### src/pfcpwm_pkg.sv
// Constants, register map and types of the symmetric 16-bit PWM timer
package pfcpwm_pkg;
    // ------------------------------------------------------------
    // Widths and counter limits
    // ------------------------------------------------------------
    localparam int CNT_W = 16;
    localparam logic [15:0] CNT_BOTTOM = 16'h0000;
    localparam logic [15:0] CNT_MAX = 16'hffff;
    localparam int ADDR_W = 5;
    // ------------------------------------------------------------
    // Register byte offsets
    // ------------------------------------------------------------
    localparam logic [4:0] OFS_CTRL = 5'h00;
    localparam logic [4:0] OFS_COUNT = 5'h04;
    localparam logic [4:0] OFS_CMP_A = 5'h08;
    localparam logic [4:0] OFS_CMP_B = 5'h0c;
    localparam logic [4:0] OFS_CAPTURE = 5'h10;
    localparam logic [4:0] OFS_STATUS = 5'h14;
    localparam logic [4:0] OFS_IRQ_EN = 5'h18;
    localparam logic [4:0] OFS_IRQ_CLR = 5'h1c;
    // ------------------------------------------------------------
    // Field positions and encodings
    // ------------------------------------------------------------
    localparam int CTRL_W = 11;
    localparam logic [3:0] MODE_PFC_CAPTURE = 4'h8;
    localparam logic [3:0] MODE_PFC_CMP_A = 4'h9;
    localparam logic [1:0] COM_NONINV = 2'h2;
    localparam logic [1:0] COM_INV = 2'h3;
    localparam int ST_OVF = 0;
    localparam int ST_CMP_A = 1;
    localparam int ST_CMP_B = 2;
    localparam int ST_CAPTURE = 3;
    localparam int ST_W = 4;
    // ------------------------------------------------------------
    // Reset values
    // ------------------------------------------------------------
    localparam logic [15:0] RST_CMP = 16'h0000;
    localparam logic [15:0] RST_CAPTURE = 16'h0000;
    localparam logic [3:0] RST_ST = 4'h0;
    localparam logic [31:0] RD_UNMAPPED = 32'h0000_0000;
    // ------------------------------------------------------------
    // Types
    // ------------------------------------------------------------
    typedef struct packed {
        logic waveform_pin_direction_b;
        logic waveform_pin_direction_a;
        logic run;
        logic [1:0] compare_output_mode_b;
        logic [1:0] compare_output_mode_a;
        logic [3:0] wave_mode;
    } pfcpwm_ctrl_s;
    localparam pfcpwm_ctrl_s RST_CTRL = '0;
    typedef struct packed {
        logic match;
        logic counting_up;
    } pfcpwm_evt_s;
endpackage : pfcpwm_pkg

### src/pfcpwm_chan.sv
// One waveform output channel of the symmetric PWM timer
`timescale 1ns/10ps
module pfcpwm_chan
    import pfcpwm_pkg::*;
(
    // Clock and reset
    input wire logic mclk_i,
    input wire logic resetn_i,
    input wire logic ce_i,
    // Compare event and settings
    input pfcpwm_evt_s evt_i,
    input wire logic [1:0] compare_output_mode_i,
    input wire logic waveform_pin_direction_i,
    // Pin
    output logic waveform_out_o,
    output logic waveform_oe_o
);
    logic waveform_out;

    // ------------------------------------------------------------
    // Waveform register
    // ------------------------------------------------------------
    always_ff @(posedge mclk_i or negedge resetn_i) begin
        if (!resetn_i) begin
            waveform_out <= 1'b0;
        end else if (ce_i && evt_i.match) begin
            case (compare_output_mode_i)
                COM_NONINV: waveform_out <= ~evt_i.counting_up;
                COM_INV: waveform_out <= evt_i.counting_up;
                default: waveform_out <= waveform_out;
            endcase
        end
    end

    // ------------------------------------------------------------
    // Pin drive
    // ------------------------------------------------------------
    // Value is driven only while the pin direction selects output
    always_ff @(posedge mclk_i or negedge resetn_i) begin
        if (!resetn_i) begin
            waveform_out_o <= 1'b0;
            waveform_oe_o <= 1'b0;
        end else if (ce_i) begin
            waveform_out_o <= waveform_pin_direction_i ? waveform_out : 1'b0;
            waveform_oe_o <= waveform_pin_direction_i;
        end
    end
endmodule : pfcpwm_chan

### src/pfcpwm_top.sv
// Phase and frequency correct 16-bit PWM timer with Avalon-MM registers
//
// Overview of operation
// - Overflow flag sets in the tick where compares reload at BOTTOM.
// - Reaching TOP sets compare-A flag or capture flag, per TOP source.
// - A compare value above TOP never produces a match.
// - Compares reload only at BOTTOM, so both slopes stay equal.
// - Output mode 0x2 gives non-inverted PWM, 0x3 inverted PWM.
// - Waveform reaches the pin only while its direction selects output.
// - Up-count match sets or clears output; down-count match does opposite.
// - Output frequency equals tick rate over two times TOP.
// - Capture as TOP frees channel A; compare A as TOP is buffered.
// - Counter maximum is 0xffff.
// - TOP is reached when the counter equals or passes the selected highest value.
`timescale 1ns/10ps
module pfcpwm_top
    import pfcpwm_pkg::*;
(
    // Clock, reset and enables
    input wire logic mclk_i,
    input wire logic resetn_i,
    input wire logic ce_i,
    input wire logic timer_tick_i,
    // Avalon-MM slave
    input wire logic [ADDR_W-1:0] avs_address_i,
    input wire logic avs_read_i,
    input wire logic avs_write_i,
    input wire logic [31:0] avs_writedata_i,
    input wire logic [3:0] avs_byteenable_i,
    output logic [31:0] avs_readdata_o,
    output logic avs_waitrequest_o,
    // Waveform pins
    output logic waveform_out_a_o,
    output logic waveform_oe_a_o,
    output logic waveform_out_b_o,
    output logic waveform_oe_b_o,
    // Interrupt
    output logic irq_o
);
    // ------------------------------------------------------------
    // Declarations
    // ------------------------------------------------------------
    pfcpwm_ctrl_s ctrl;
    logic [CNT_W-1:0] counter_value;
    logic counting_up;
    logic [CNT_W-1:0] compare_buf_a;
    logic [CNT_W-1:0] compare_buf_b;
    logic [CNT_W-1:0] compare_value_a;
    logic [CNT_W-1:0] compare_value_b;
    logic [CNT_W-1:0] capture_value_reg;
    logic [ST_W-1:0] status;
    logic [ST_W-1:0] irq_en;
    logic [ST_W-1:0] next_status;
    logic [ST_W-1:0] evt;
    logic [CNT_W-1:0] top;
    logic pfc_mode;
    logic step;
    logic at_top;
    logic at_bottom;
    logic bus_take;
    logic bus_wr;
    logic wr_ctrl;
    logic wr_count;
    logic wr_irq_en;
    logic wr_irq_clr;
    logic next_irq;
    logic [31:0] next_readdata;
    pfcpwm_evt_s evt_a;
    pfcpwm_evt_s evt_b;

    // ------------------------------------------------------------
    // Helpers
    // ------------------------------------------------------------
    function automatic logic is_pfc(input logic [3:0] m);
        return (m == MODE_PFC_CAPTURE) || (m == MODE_PFC_CMP_A);
    endfunction : is_pfc

    function automatic logic [15:0] merge16(input logic [15:0] old, input logic [31:0] d,
                                            input logic [3:0] be);
        return {be[1] ? d[15:8] : old[15:8], be[0] ? d[7:0] : old[7:0]};
    endfunction : merge16

    function automatic logic cmp_hit(input logic [15:0] cnt, input logic [15:0] cmp,
                                     input logic [15:0] tp);
        // A value above TOP is never met, even if the counter still sits above a new TOP
        return (cnt == cmp) && (cmp <= tp);
    endfunction : cmp_hit

    function automatic logic reg_hit(input logic wr, input logic [ADDR_W-1:0] a,
                                     input logic [ADDR_W-1:0] ofs);
        return wr && (a == ofs);
    endfunction : reg_hit

    function automatic logic [15:0] count_down(input logic [15:0] cnt);
        // Never wraps below BOTTOM: a TOP of zero makes the counter alternate between zero and one
        return (cnt == CNT_BOTTOM) ? CNT_BOTTOM : cnt - 16'h0001;
    endfunction : count_down

    // ------------------------------------------------------------
    // Counter sequencing
    // ------------------------------------------------------------
    always_comb begin
        pfc_mode = is_pfc(ctrl.wave_mode);
        // Capture as TOP leaves channel A free; compare A as TOP uses its buffered value
        top = (ctrl.wave_mode == MODE_PFC_CMP_A) ? compare_value_a
                                                 : capture_value_reg;
        // Mode, run and tick all gate the step; other modes hold the count
        step = ce_i && timer_tick_i && ctrl.run && pfc_mode;
        // Counter also turns when above TOP, in case TOP was lowered below it
        at_top = counting_up && ((counter_value >= top) ||
                                 (counter_value == CNT_MAX));
        at_bottom = !counting_up && (counter_value == CNT_BOTTOM);
    end

    // An access is taken at the edge where waitrequest is low
    assign bus_take = ce_i && (avs_read_i || avs_write_i) && !avs_waitrequest_o;
    assign bus_wr = bus_take && avs_write_i;
    assign wr_ctrl = reg_hit(bus_wr, avs_address_i, OFS_CTRL);
    assign wr_count = reg_hit(bus_wr, avs_address_i, OFS_COUNT);
    // Enable and clear hold one bit per flag, so only byte lane 0 counts
    assign wr_irq_en = reg_hit(bus_wr, avs_address_i, OFS_IRQ_EN) && avs_byteenable_i[0];
    assign wr_irq_clr = reg_hit(bus_wr, avs_address_i, OFS_IRQ_CLR) && avs_byteenable_i[0];
    // Taken from the next state so the line rises with the flag, not a cycle later
    assign next_irq = |(next_status & irq_en);

    always_ff @(posedge mclk_i or negedge resetn_i) begin
        if (!resetn_i) begin
            counter_value <= CNT_BOTTOM;
            counting_up <= 1'b1;
        end else if (wr_count) begin
            counter_value <= merge16(counter_value, avs_writedata_i, avs_byteenable_i);
        end else if (step) begin
            // 2 * TOP ticks per period give f_tick / (2 * TOP)
            if (at_top) begin
                counting_up <= 1'b0;
                counter_value <= count_down(counter_value);
            end else if (at_bottom) begin
                counting_up <= 1'b1;
                counter_value <= counter_value + 16'h0001;
            end else if (counting_up) begin
                counter_value <= counter_value + 16'h0001;
            end else begin
                counter_value <= count_down(counter_value);
            end
        end
    end

    // ------------------------------------------------------------
    // Double-buffered compares
    // ------------------------------------------------------------
    // Active compares change only at BOTTOM, keeping both slopes equal
    always_ff @(posedge mclk_i or negedge resetn_i) begin
        if (!resetn_i) begin
            compare_value_a <= RST_CMP;
            compare_value_b <= RST_CMP;
        end else if (step && at_bottom) begin
            compare_value_a <= compare_buf_a;
            compare_value_b <= compare_buf_b;
        end
    end

    // ------------------------------------------------------------
    // Events
    // ------------------------------------------------------------
    always_comb begin
        evt = '0;
        evt[ST_OVF] = step && at_bottom;
        evt[ST_CMP_A] = step && (at_top ? (ctrl.wave_mode == MODE_PFC_CMP_A)
                                        : cmp_hit(counter_value, compare_value_a, top));
        evt[ST_CMP_B] = step && cmp_hit(counter_value, compare_value_b, top);
        evt[ST_CAPTURE] = step && at_top && (ctrl.wave_mode == MODE_PFC_CAPTURE);
        // Compare A is TOP in mode 9, so channel A never toggles there
        evt_a.match = step && cmp_hit(counter_value, compare_value_a, top) &&
                      (ctrl.wave_mode != MODE_PFC_CMP_A);
        evt_a.counting_up = counting_up;
        evt_b.match = evt[ST_CMP_B];
        evt_b.counting_up = counting_up;
    end

    // ------------------------------------------------------------
    // Output channels
    // ------------------------------------------------------------
    pfcpwm_chan u_chan_a (
        .mclk_i(mclk_i),
        .resetn_i(resetn_i),
        .ce_i(ce_i),
        .evt_i(evt_a),
        .compare_output_mode_i(ctrl.compare_output_mode_a),
        .waveform_pin_direction_i(ctrl.waveform_pin_direction_a),
        .waveform_out_o(waveform_out_a_o),
        .waveform_oe_o(waveform_oe_a_o)
    );

    pfcpwm_chan u_chan_b (
        .mclk_i(mclk_i),
        .resetn_i(resetn_i),
        .ce_i(ce_i),
        .evt_i(evt_b),
        .compare_output_mode_i(ctrl.compare_output_mode_b),
        .waveform_pin_direction_i(ctrl.waveform_pin_direction_b),
        .waveform_out_o(waveform_out_b_o),
        .waveform_oe_o(waveform_oe_b_o)
    );

    // ------------------------------------------------------------
    // Software registers
    // ------------------------------------------------------------
    always_ff @(posedge mclk_i or negedge resetn_i) begin
        if (!resetn_i) begin
            ctrl <= RST_CTRL;
        end else if (wr_ctrl) begin
            // Upper control bits are not stored and read back as zero
            ctrl <= pfcpwm_ctrl_s'(CTRL_W'(merge16(16'(ctrl), avs_writedata_i,
                                                   avs_byteenable_i)));
        end
    end

    always_ff @(posedge mclk_i or negedge resetn_i) begin
        if (!resetn_i) begin
            compare_buf_a <= RST_CMP;
            compare_buf_b <= RST_CMP;
            capture_value_reg <= RST_CAPTURE;
        end else if (bus_wr) begin
            case (avs_address_i)
                OFS_CMP_A: compare_buf_a <= merge16(compare_buf_a, avs_writedata_i,
                                                    avs_byteenable_i);
                OFS_CMP_B: compare_buf_b <= merge16(compare_buf_b, avs_writedata_i,
                                                    avs_byteenable_i);
                // Capture TOP is not buffered: a change acts at once
                OFS_CAPTURE: capture_value_reg <= merge16(capture_value_reg, avs_writedata_i,
                                                          avs_byteenable_i);
                default: capture_value_reg <= capture_value_reg;
            endcase
        end
    end

    // ------------------------------------------------------------
    // Interrupt status
    // ------------------------------------------------------------
    always_comb begin
        next_status = status;
        if (wr_irq_clr) begin
            next_status = status & ~avs_writedata_i[ST_W-1:0];
        end
        // A new event wins over a clear in the same cycle
        next_status = next_status | evt;
    end

    always_ff @(posedge mclk_i or negedge resetn_i) begin
        if (!resetn_i) begin
            status <= RST_ST;
        end else if (ce_i) begin
            status <= next_status;
        end
    end

    always_ff @(posedge mclk_i or negedge resetn_i) begin
        if (!resetn_i) begin
            irq_en <= RST_ST;
        end else if (wr_irq_en) begin
            irq_en <= avs_writedata_i[ST_W-1:0];
        end
    end

    always_ff @(posedge mclk_i or negedge resetn_i) begin
        if (!resetn_i) begin
            irq_o <= 1'b0;
        end else if (ce_i) begin
            irq_o <= next_irq;
        end
    end

    // ------------------------------------------------------------
    // Avalon-MM answer
    // ------------------------------------------------------------
    // Unmapped and write-only offsets answer zero so software sees no stale data
    always_comb begin
        case (avs_address_i)
            OFS_CTRL: next_readdata = {21'h0, ctrl};
            OFS_COUNT: next_readdata = {16'h0, counter_value};
            OFS_CMP_A: next_readdata = {16'h0, compare_buf_a};
            OFS_CMP_B: next_readdata = {16'h0, compare_buf_b};
            OFS_CAPTURE: next_readdata = {16'h0, capture_value_reg};
            OFS_STATUS: next_readdata = {28'h0, status};
            OFS_IRQ_EN: next_readdata = {28'h0, irq_en};
            default: next_readdata = RD_UNMAPPED;
        endcase
    end

    // One wait cycle per access: data is sampled while waitrequest is high
    always_ff @(posedge mclk_i or negedge resetn_i) begin
        if (!resetn_i) begin
            avs_waitrequest_o <= 1'b1;
            avs_readdata_o <= RD_UNMAPPED;
        end else if (ce_i) begin
            if ((avs_read_i || avs_write_i) && avs_waitrequest_o) begin
                avs_waitrequest_o <= 1'b0;
                avs_readdata_o <= next_readdata;
            end else begin
                avs_waitrequest_o <= 1'b1;
            end
        end
    end
endmodule : pfcpwm_top

### config.mk
export PLATFORM = sky130hd
export DESIGN_NAME = pfcpwm_top
export DESIGN_NICKNAME = d
export VERILOG_FILES = /design/src/pfcpwm_pkg.sv /design/src/pfcpwm_chan.sv /design/src/pfcpwm_top.sv
export SDC_FILE = /design/constraint.sdc
export NUM_CORES = 1
export LEC_CHECK = 0
export BUFFER_PORTS_ARGS = -buffer_cell sky130_fd_sc_hd__buf_4
export CAP_MARGIN = 25
export CELL_PAD_IN_SITES_DETAIL_PLACEMENT = 1
export CELL_PAD_IN_SITES_GLOBAL_PLACEMENT = 1
export CORE_MARGIN = 5
export CORE_UTILIZATION = 47
export CTS_CLUSTER_DIAMETER = 150
export DETAILED_ROUTE_END_ITERATION = 7
export PLACE_DENSITY_LB_ADDON = 0.1
export SLEW_MARGIN = 20
export SYNTH_ARGS = -nofsm -noshare
export SYNTH_HDL_FRONTEND = slang
export SYNTH_HIERARCHICAL = 1
export SYNTH_SLANG_ARGS = --single-unit
export TNS_END_PERCENT = 10
### constraint.sdc
create_clock -name mclk_i -period 5.4 [get_ports mclk_i]
set_input_delay 1.08 -clock mclk_i [delete_from_list [all_inputs] [get_ports mclk_i]]
set_output_delay 1.08 -clock mclk_i [all_outputs]
set_load 0.1 [all_outputs]
* Word-level counts from Yosys, hierarchy flattened
Cells that the tools add are included.
** Word-level totals
- Word-level logic and storage cells :: 129
- Input bits :: 47
- Bits in registers :: 156
- Output and inout port bits :: 38
** Cells by class
- Equal/unequal tests :: 19
- Reduce and logical (&&, ||, !) cells :: 52
- Add/sub/neg operators :: 2
- Magnitude comparators :: 3
- Bitwise logic cells :: 6
- Mux-type cells :: 19
** Operators with widths (number)
- two-way mux 16 bit :: 7
- one-hot mux 16 bit (7 select lines) :: 1
- equality test 16 bit :: 2
- <= comparator 16 bit :: 2
- logical AND 1 bit :: 26
- AND reduction 3 bit :: 7
- equality test 5 bit (second input constant) :: 4
- adder 16 x 1 -> 16 bit (second input constant) :: 1
- equality test 16 bit (second input constant) :: 1
- greater-or-equal comparator 16 bit :: 1
- zero test 16 bit :: 1
- two-way mux 8 bit :: 2
- subtractor 16 x 1 -> 16 bit (second input constant) :: 1
- AND reduction 2 bit :: 7
- equality test 5 x 4 -> 1 bit (second input constant) :: 2
- bitwise AND 4 bit :: 2
- equality test 2 bit (second input constant) :: 4
- equality test 4 bit (second input constant) :: 2
- nonzero test 2 bit :: 4
- two-way mux 1 bit :: 6
- equality test 5 x 3 -> 1 bit (second input constant) :: 1
- zero test 5 bit :: 1
- two-way mux 4 bit :: 1
- != test 2 bit (second input constant) :: 2
- 8 further kinds :: 13

* Depth between registers and ports, before layout
- Depth in word-level cells :: 10
- Gate-level depth with buffers :: 14
- Depth with buffers taken out :: 11

* Modules after synthesis
The synthesis kept the hierarchy.
** Modules (own cells, without submodules)
- pfcpwm_top :: cells each 846, area each 8181.6 µm², times used 1
- pfcpwm_chan :: cells each 10, area each 133.9 µm², times used 2

* Least setup slack after synthesis
No wires, ideal clock.
- Kind :: reg-to-reg
- Start :: register ctrl[1] (netlist name)
- End :: register counter_value[12]
- Path slack :: 1.372 ns
- Required time :: 5.305 ns
- Stages on the path, launching flop included :: 13
- Path buffers :: 2
- Library setup time :: 0.095 ns
- Arrival :: 3.933 ns
- Cells stage by stage :: dfrtp_1 and4bb_4 clkbuf_1 clkbuf_1 mux2i_1 ha_1 nand4_1 or4b_4 a211oi_4 nor2_2 or4b_1 and3_1 o31ai_1
** On the way
- Cells in the longest elaborated chain, start to end :: 8
- Elaborated cells on any way between the ends :: 13
** Ends and longest elaborated chain
- from (decl) :: RTL line pfcpwm_top.sv:43 : pfcpwm_ctrl_s ctrl;
- from (signal assigned) :: RTL line pfcpwm_top.sv:213 : ctrl <= pfcpwm_ctrl_s'(CTRL_W'(merge16(16'(ctrl), avs_writedata_i,
- equality test 4 bit :: RTL line pfcpwm_top.sv:75, pfcpwm_top.sv:105
- two-way mux 16 bit :: RTL line pfcpwm_top.sv:105 : top = (ctrl.wave_mode == MODE_PFC_CMP_A) ? compare_value_a
- greater-or-equal comparator 16 bit :: RTL line pfcpwm_top.sv:110 : at_top = counting_up && ((counter_value >= top) ||
- logical OR 1 bit :: RTL line pfcpwm_top.sv:110
- logical AND 1 bit :: RTL line pfcpwm_top.sv:110
- two-way mux 16 bit :: RTL line pfcpwm_top.sv:134 : if (at_top) begin
- two-way mux 16 bit :: RTL line pfcpwm_top.sv:132 : end else if (step) begin
- two-way mux 16 bit :: RTL line pfcpwm_top.sv:130 : end else if (wr_count) begin
- to (signal assigned) :: RTL line pfcpwm_top.sv:131 : counter_value <= merge16(counter_value, avs_writedata_i, avs_byteenable_i);
- to (signal assigned) :: RTL line pfcpwm_top.sv:136 : counter_value <= count_down(counter_value);
- to (signal assigned) :: RTL line pfcpwm_top.sv:139 : counter_value <= counter_value + 16'h0001;
- to (decl) :: RTL line pfcpwm_top.sv:44 : logic [CNT_W-1:0] counter_value;
Several ways; a longest one is shown, not always the timed one. The select of a mux whose other input is x is not followed.
A chain may end at the register's enable or synchronous reset.

* Worst setup path in the final report
- Start :: register ctrl[1] (netlist name)
- End :: register counter_value[2]
Same word-level chain as after synthesis.

==> flow_summary_export.csv <==
group,metric,value,unit
route,vias_per_cell,6.363,
route,drt_first_iter_violations,507,
clock_network,cts_sinks,140,
critical_path,setup.worst_path.end_class,"flop",
pwr,power_density,276.7,nW/um2
min_path,worstHoldPathType,"reg -> reg",
clock_network,clkSlewWorstSetupHoldPaths,70,ps
pwr,seqPwrFrac,42.3,%
timing,setup_viol,0,
clock_network,h-tree-depth,4,
floorplan,num_rows,49,
timing,maxSlewHeadroom,43.27,%
synth,synth-seq-cells,140,
timing,timing.fmax,0.2439,GHz
cells_and_area,fin_util,53.97,%
route,drtPass1Iterations,8,
clock_network,cts-buffers-inserted,17,
route,route.detailed.drc,0,
pwr,pwr-share-comb,12.1,%
run,cap_violations,0,
grt,grt_max_degree,105,
run_status,status,"finished, final reports clean",
pwr,vdd_drop_max,0.0002234,V
critical_path,required,5740,ps
clock_network,insertion_delay,430,ps
floorplan,core,17840,um2
pwr,p_switching,0.0008078,W
pwr,internal-power,0.001856,W
grt,grt_pass1_wl,44.86,mm
grt,overflow,0,
timing,slew_viol_final,0,
synth,yosys_warnings,6,
floorplan,io_pins,85,
timing,finClkSkew,13.65,ps
clock_network,hold_buffers,0,
critical_path,crit_path_max_fanout,20,
synth,avgSynthCellArea,9.757,um2
cells_and_area,diodes,0,
place,io_buffers,50,
timing,period_share,75.92,%
grt,antenna_found_initial,1,
pwr,pwr-share-clk,45.6,%
critical_path,arrival,4440,ps
synth,netlist_instances,866,
grt,grt_pass1_vias,7869,
pwr,p_sw_share,30.32,%
timing,final-hold-violation-count,0,
synth,synth-edff-count,0,
synth,ys_async_sr_fraction,100.0,%
route,antenna_left,0,
critical_path,startpoint_type,"flop",
place,dpl.hpwl,20.75,mm
clock_network,cts-root-buf,"clkbuf_16",
timing,tns,0,ps
cells_and_area,areaGrowthSynthToFinish,13.96,%
cells_and_area,layout.cells.most_common_list,"nand2_1, dfrtp_1, mux2_2",
route,routed_wl,28.19,mm
clock_network,cts_buffer_depth,2,
clock_network,post_cts_buffers,0,
floorplan,fp.dieW,144.1,um
cells_and_area,drive_gt1_share,19.74,%
timing,tightest_slew,844.5,ps
critical_path,crit_type,"reg -> reg",
floorplan,die_y,144.1,um
timing,rsz0062_at_grt,"no",
cells_and_area,nNetsFinal,998,
timing,period_needed,4099,ps
place,gp_congestion,0.8754,
synth,synth-main-ff-cell,"dfrtp_1",
route,wl_per_cell,24.60,um
grt,grtUsageTotal,28.31,%
clock_network,cts_resized,0,
synth,synth_cell_types,68,
floorplan,dieArea,20760,um2
synth,seq_area_frac_synth,41.49,%
cells_and_area,fill_cells,2025,
clock_network,cts_tree,"done",
pwr,p_leak,4.596,nW
route,vias,7292,
synth,synth_area,8449,um2
cells_and_area,layout_commonest_cell,"nand2_1",
floorplan,start_util,47.36,%
==> power by group through the flow <==
stage | combinational [W] | clock, W | sequential (W)
after global routing | 0.000350 | 0.00127 | 0.00113
after detailed placement | 0.000319 | 0 | 0.00114
final | 0.000323 | 0.00122 | 0.00113
after floorplan | 0.000207 | 0 | 0.00114
after global placement | 0.000308 | 0 | 0.00114
after CTS | 0.000320 | 0.00123 | 0.00112
==> routing by layer <==
| metal | vias to the layer above | track usage [%] | share of wire [%] |
|---|---|---|---|
| met5 | - | 0 | 0 |
| met4 | 0 | 9.019 | 2.4 |
| met3 | 55 | 5.952 | 5.7 |
| met2 | 263 | 46.06 | 48 |
| met1 | 3741 | 38.03 | 44 |
| li1 | 3233 | - | - |
==> per-stage QoR <==
step / std cells / worst slack [ps] / hold slack, ps / instance area, um2 / total power (W)
finish: 1146 / 1301 / 487.3 / 9629 / 0.002664
floorplan: 881 / 1372 / 461.3 / 8506 / 0.001347
global placement: 1113 / 1407 / 464.6 / 8997 / 0.001447
detailed placement: 1113 / 1317 / 467.1 / 8997 / 0.001462
CTS: 1145 / 1305 / 492.6 / 9602 / 0.002672
global route: 1146 / 1142 / 503.3 / 9629 / 0.002752
==> critical path, stage by stage (launching register included) <==
cell,delay (ps)
dfrtp_1,420
and4bb_4,640
mux2_2,430
ha_1,270
nand2b_1,120
a211oi_1,80
or4b_4,570
a211o_1,310
a21oi_2,450
a211oi_1,190
o32a_1,320
a211oi_1,190
==> final cells by class <==
cell class | count | area, um2 | share of cell area, %
Inverter | 9 | 33.78 | 0.3508
Clock buffer | 18 | 439.2 | 4.561
Tap cell | 229 | 286.5 | 2.976
Sequential cell | 140 | 3506 | 36.41
Multi-Input combinational cell | 671 | 4687 | 48.67
Timing Repair Buffer | 65 | 511.7 | 5.314
Clock inverter | 14 | 165.2 | 1.715
==> Yosys cell counts (5+ instances only) <==
library cell / n / share of area [%]
a221oi_1: 10 / 1.0
nor4_1: 5 / 0.37
ha_1: 47 / 7.0
xor2_1: 23 / 2.4
a22o_1: 8 / 0.83
or3_1: 10 / 0.74
mux2i_1: 15 / 1.8
xnor2_1: 16 / 1.7
nand2_1: 143 / 6.4
nand2b_1: 6 / 0.44
o21ai_0: 37 / 2.2
a21o_1: 19 / 1.7
buf_4: 16 / 1.4
a22oi_1: 17 / 1.5
nor2_1: 39 / 1.7
a21oi_1: 29 / 1.7
inv_1: 9 / 0.40
mux2_2: 66 / 8.8
nand4_1: 14 / 1.0
a222oi_1: 11 / 1.3
and3_1: 6 / 0.44
a211oi_1: 13 / 1.2
nor3_1: 22 / 1.3
a31oi_1: 12 / 0.89
o22ai_1: 6 / 0.44
nand3_1: 15 / 0.89
dfrtp_1: 138 / 41
clkbuf_1: 44 / 2.0
==> cells by family after synthesis <==
logic type | Yosys count | synth area share [%]
XOR/XNOR | 39 | 4.043
multiplexers | 84 | 11.11
AO/OA/AOI/OAI | 198 | 16.57
other | 1 | 0.04438
buffers and inverters | 70 | 3.821
AND/OR/NAND/NOR | 287 | 15.96
flip-flops | 140 | 41.49
adder cells (fa/ha/maj) | 47 | 6.960
==> worst paths after layout <==
path / end / from / slack, ps / cells past startpoint
hold / removal: avs_readdata_o[8]$_DFFE_PN0P_ / avs_readdata_o[8]$_DFFE_PN0P_ / 490 / 1
hold reg to reg: avs_readdata_o[8]$_DFFE_PN0P_ / avs_readdata_o[8]$_DFFE_PN0P_ / 490 / 1
setup reg to reg: counter_value[2]$_DFFE_PN0P_ / ctrl[1]$_DFFE_PN0P_ / 1300 / 11
min in group asynchronous: counter_value[15]$_DFFE_PN0P_ / resetn_i / 530 / 1
max in group asynchronous: compare_value_a[12]$_DFFE_PN0P_ / resetn_i / 3660 / 3
setup / recovery: counter_value[2]$_DFFE_PN0P_ / ctrl[1]$_DFFE_PN0P_ / 1300 / 11
(Power assumes the default switching activity.)
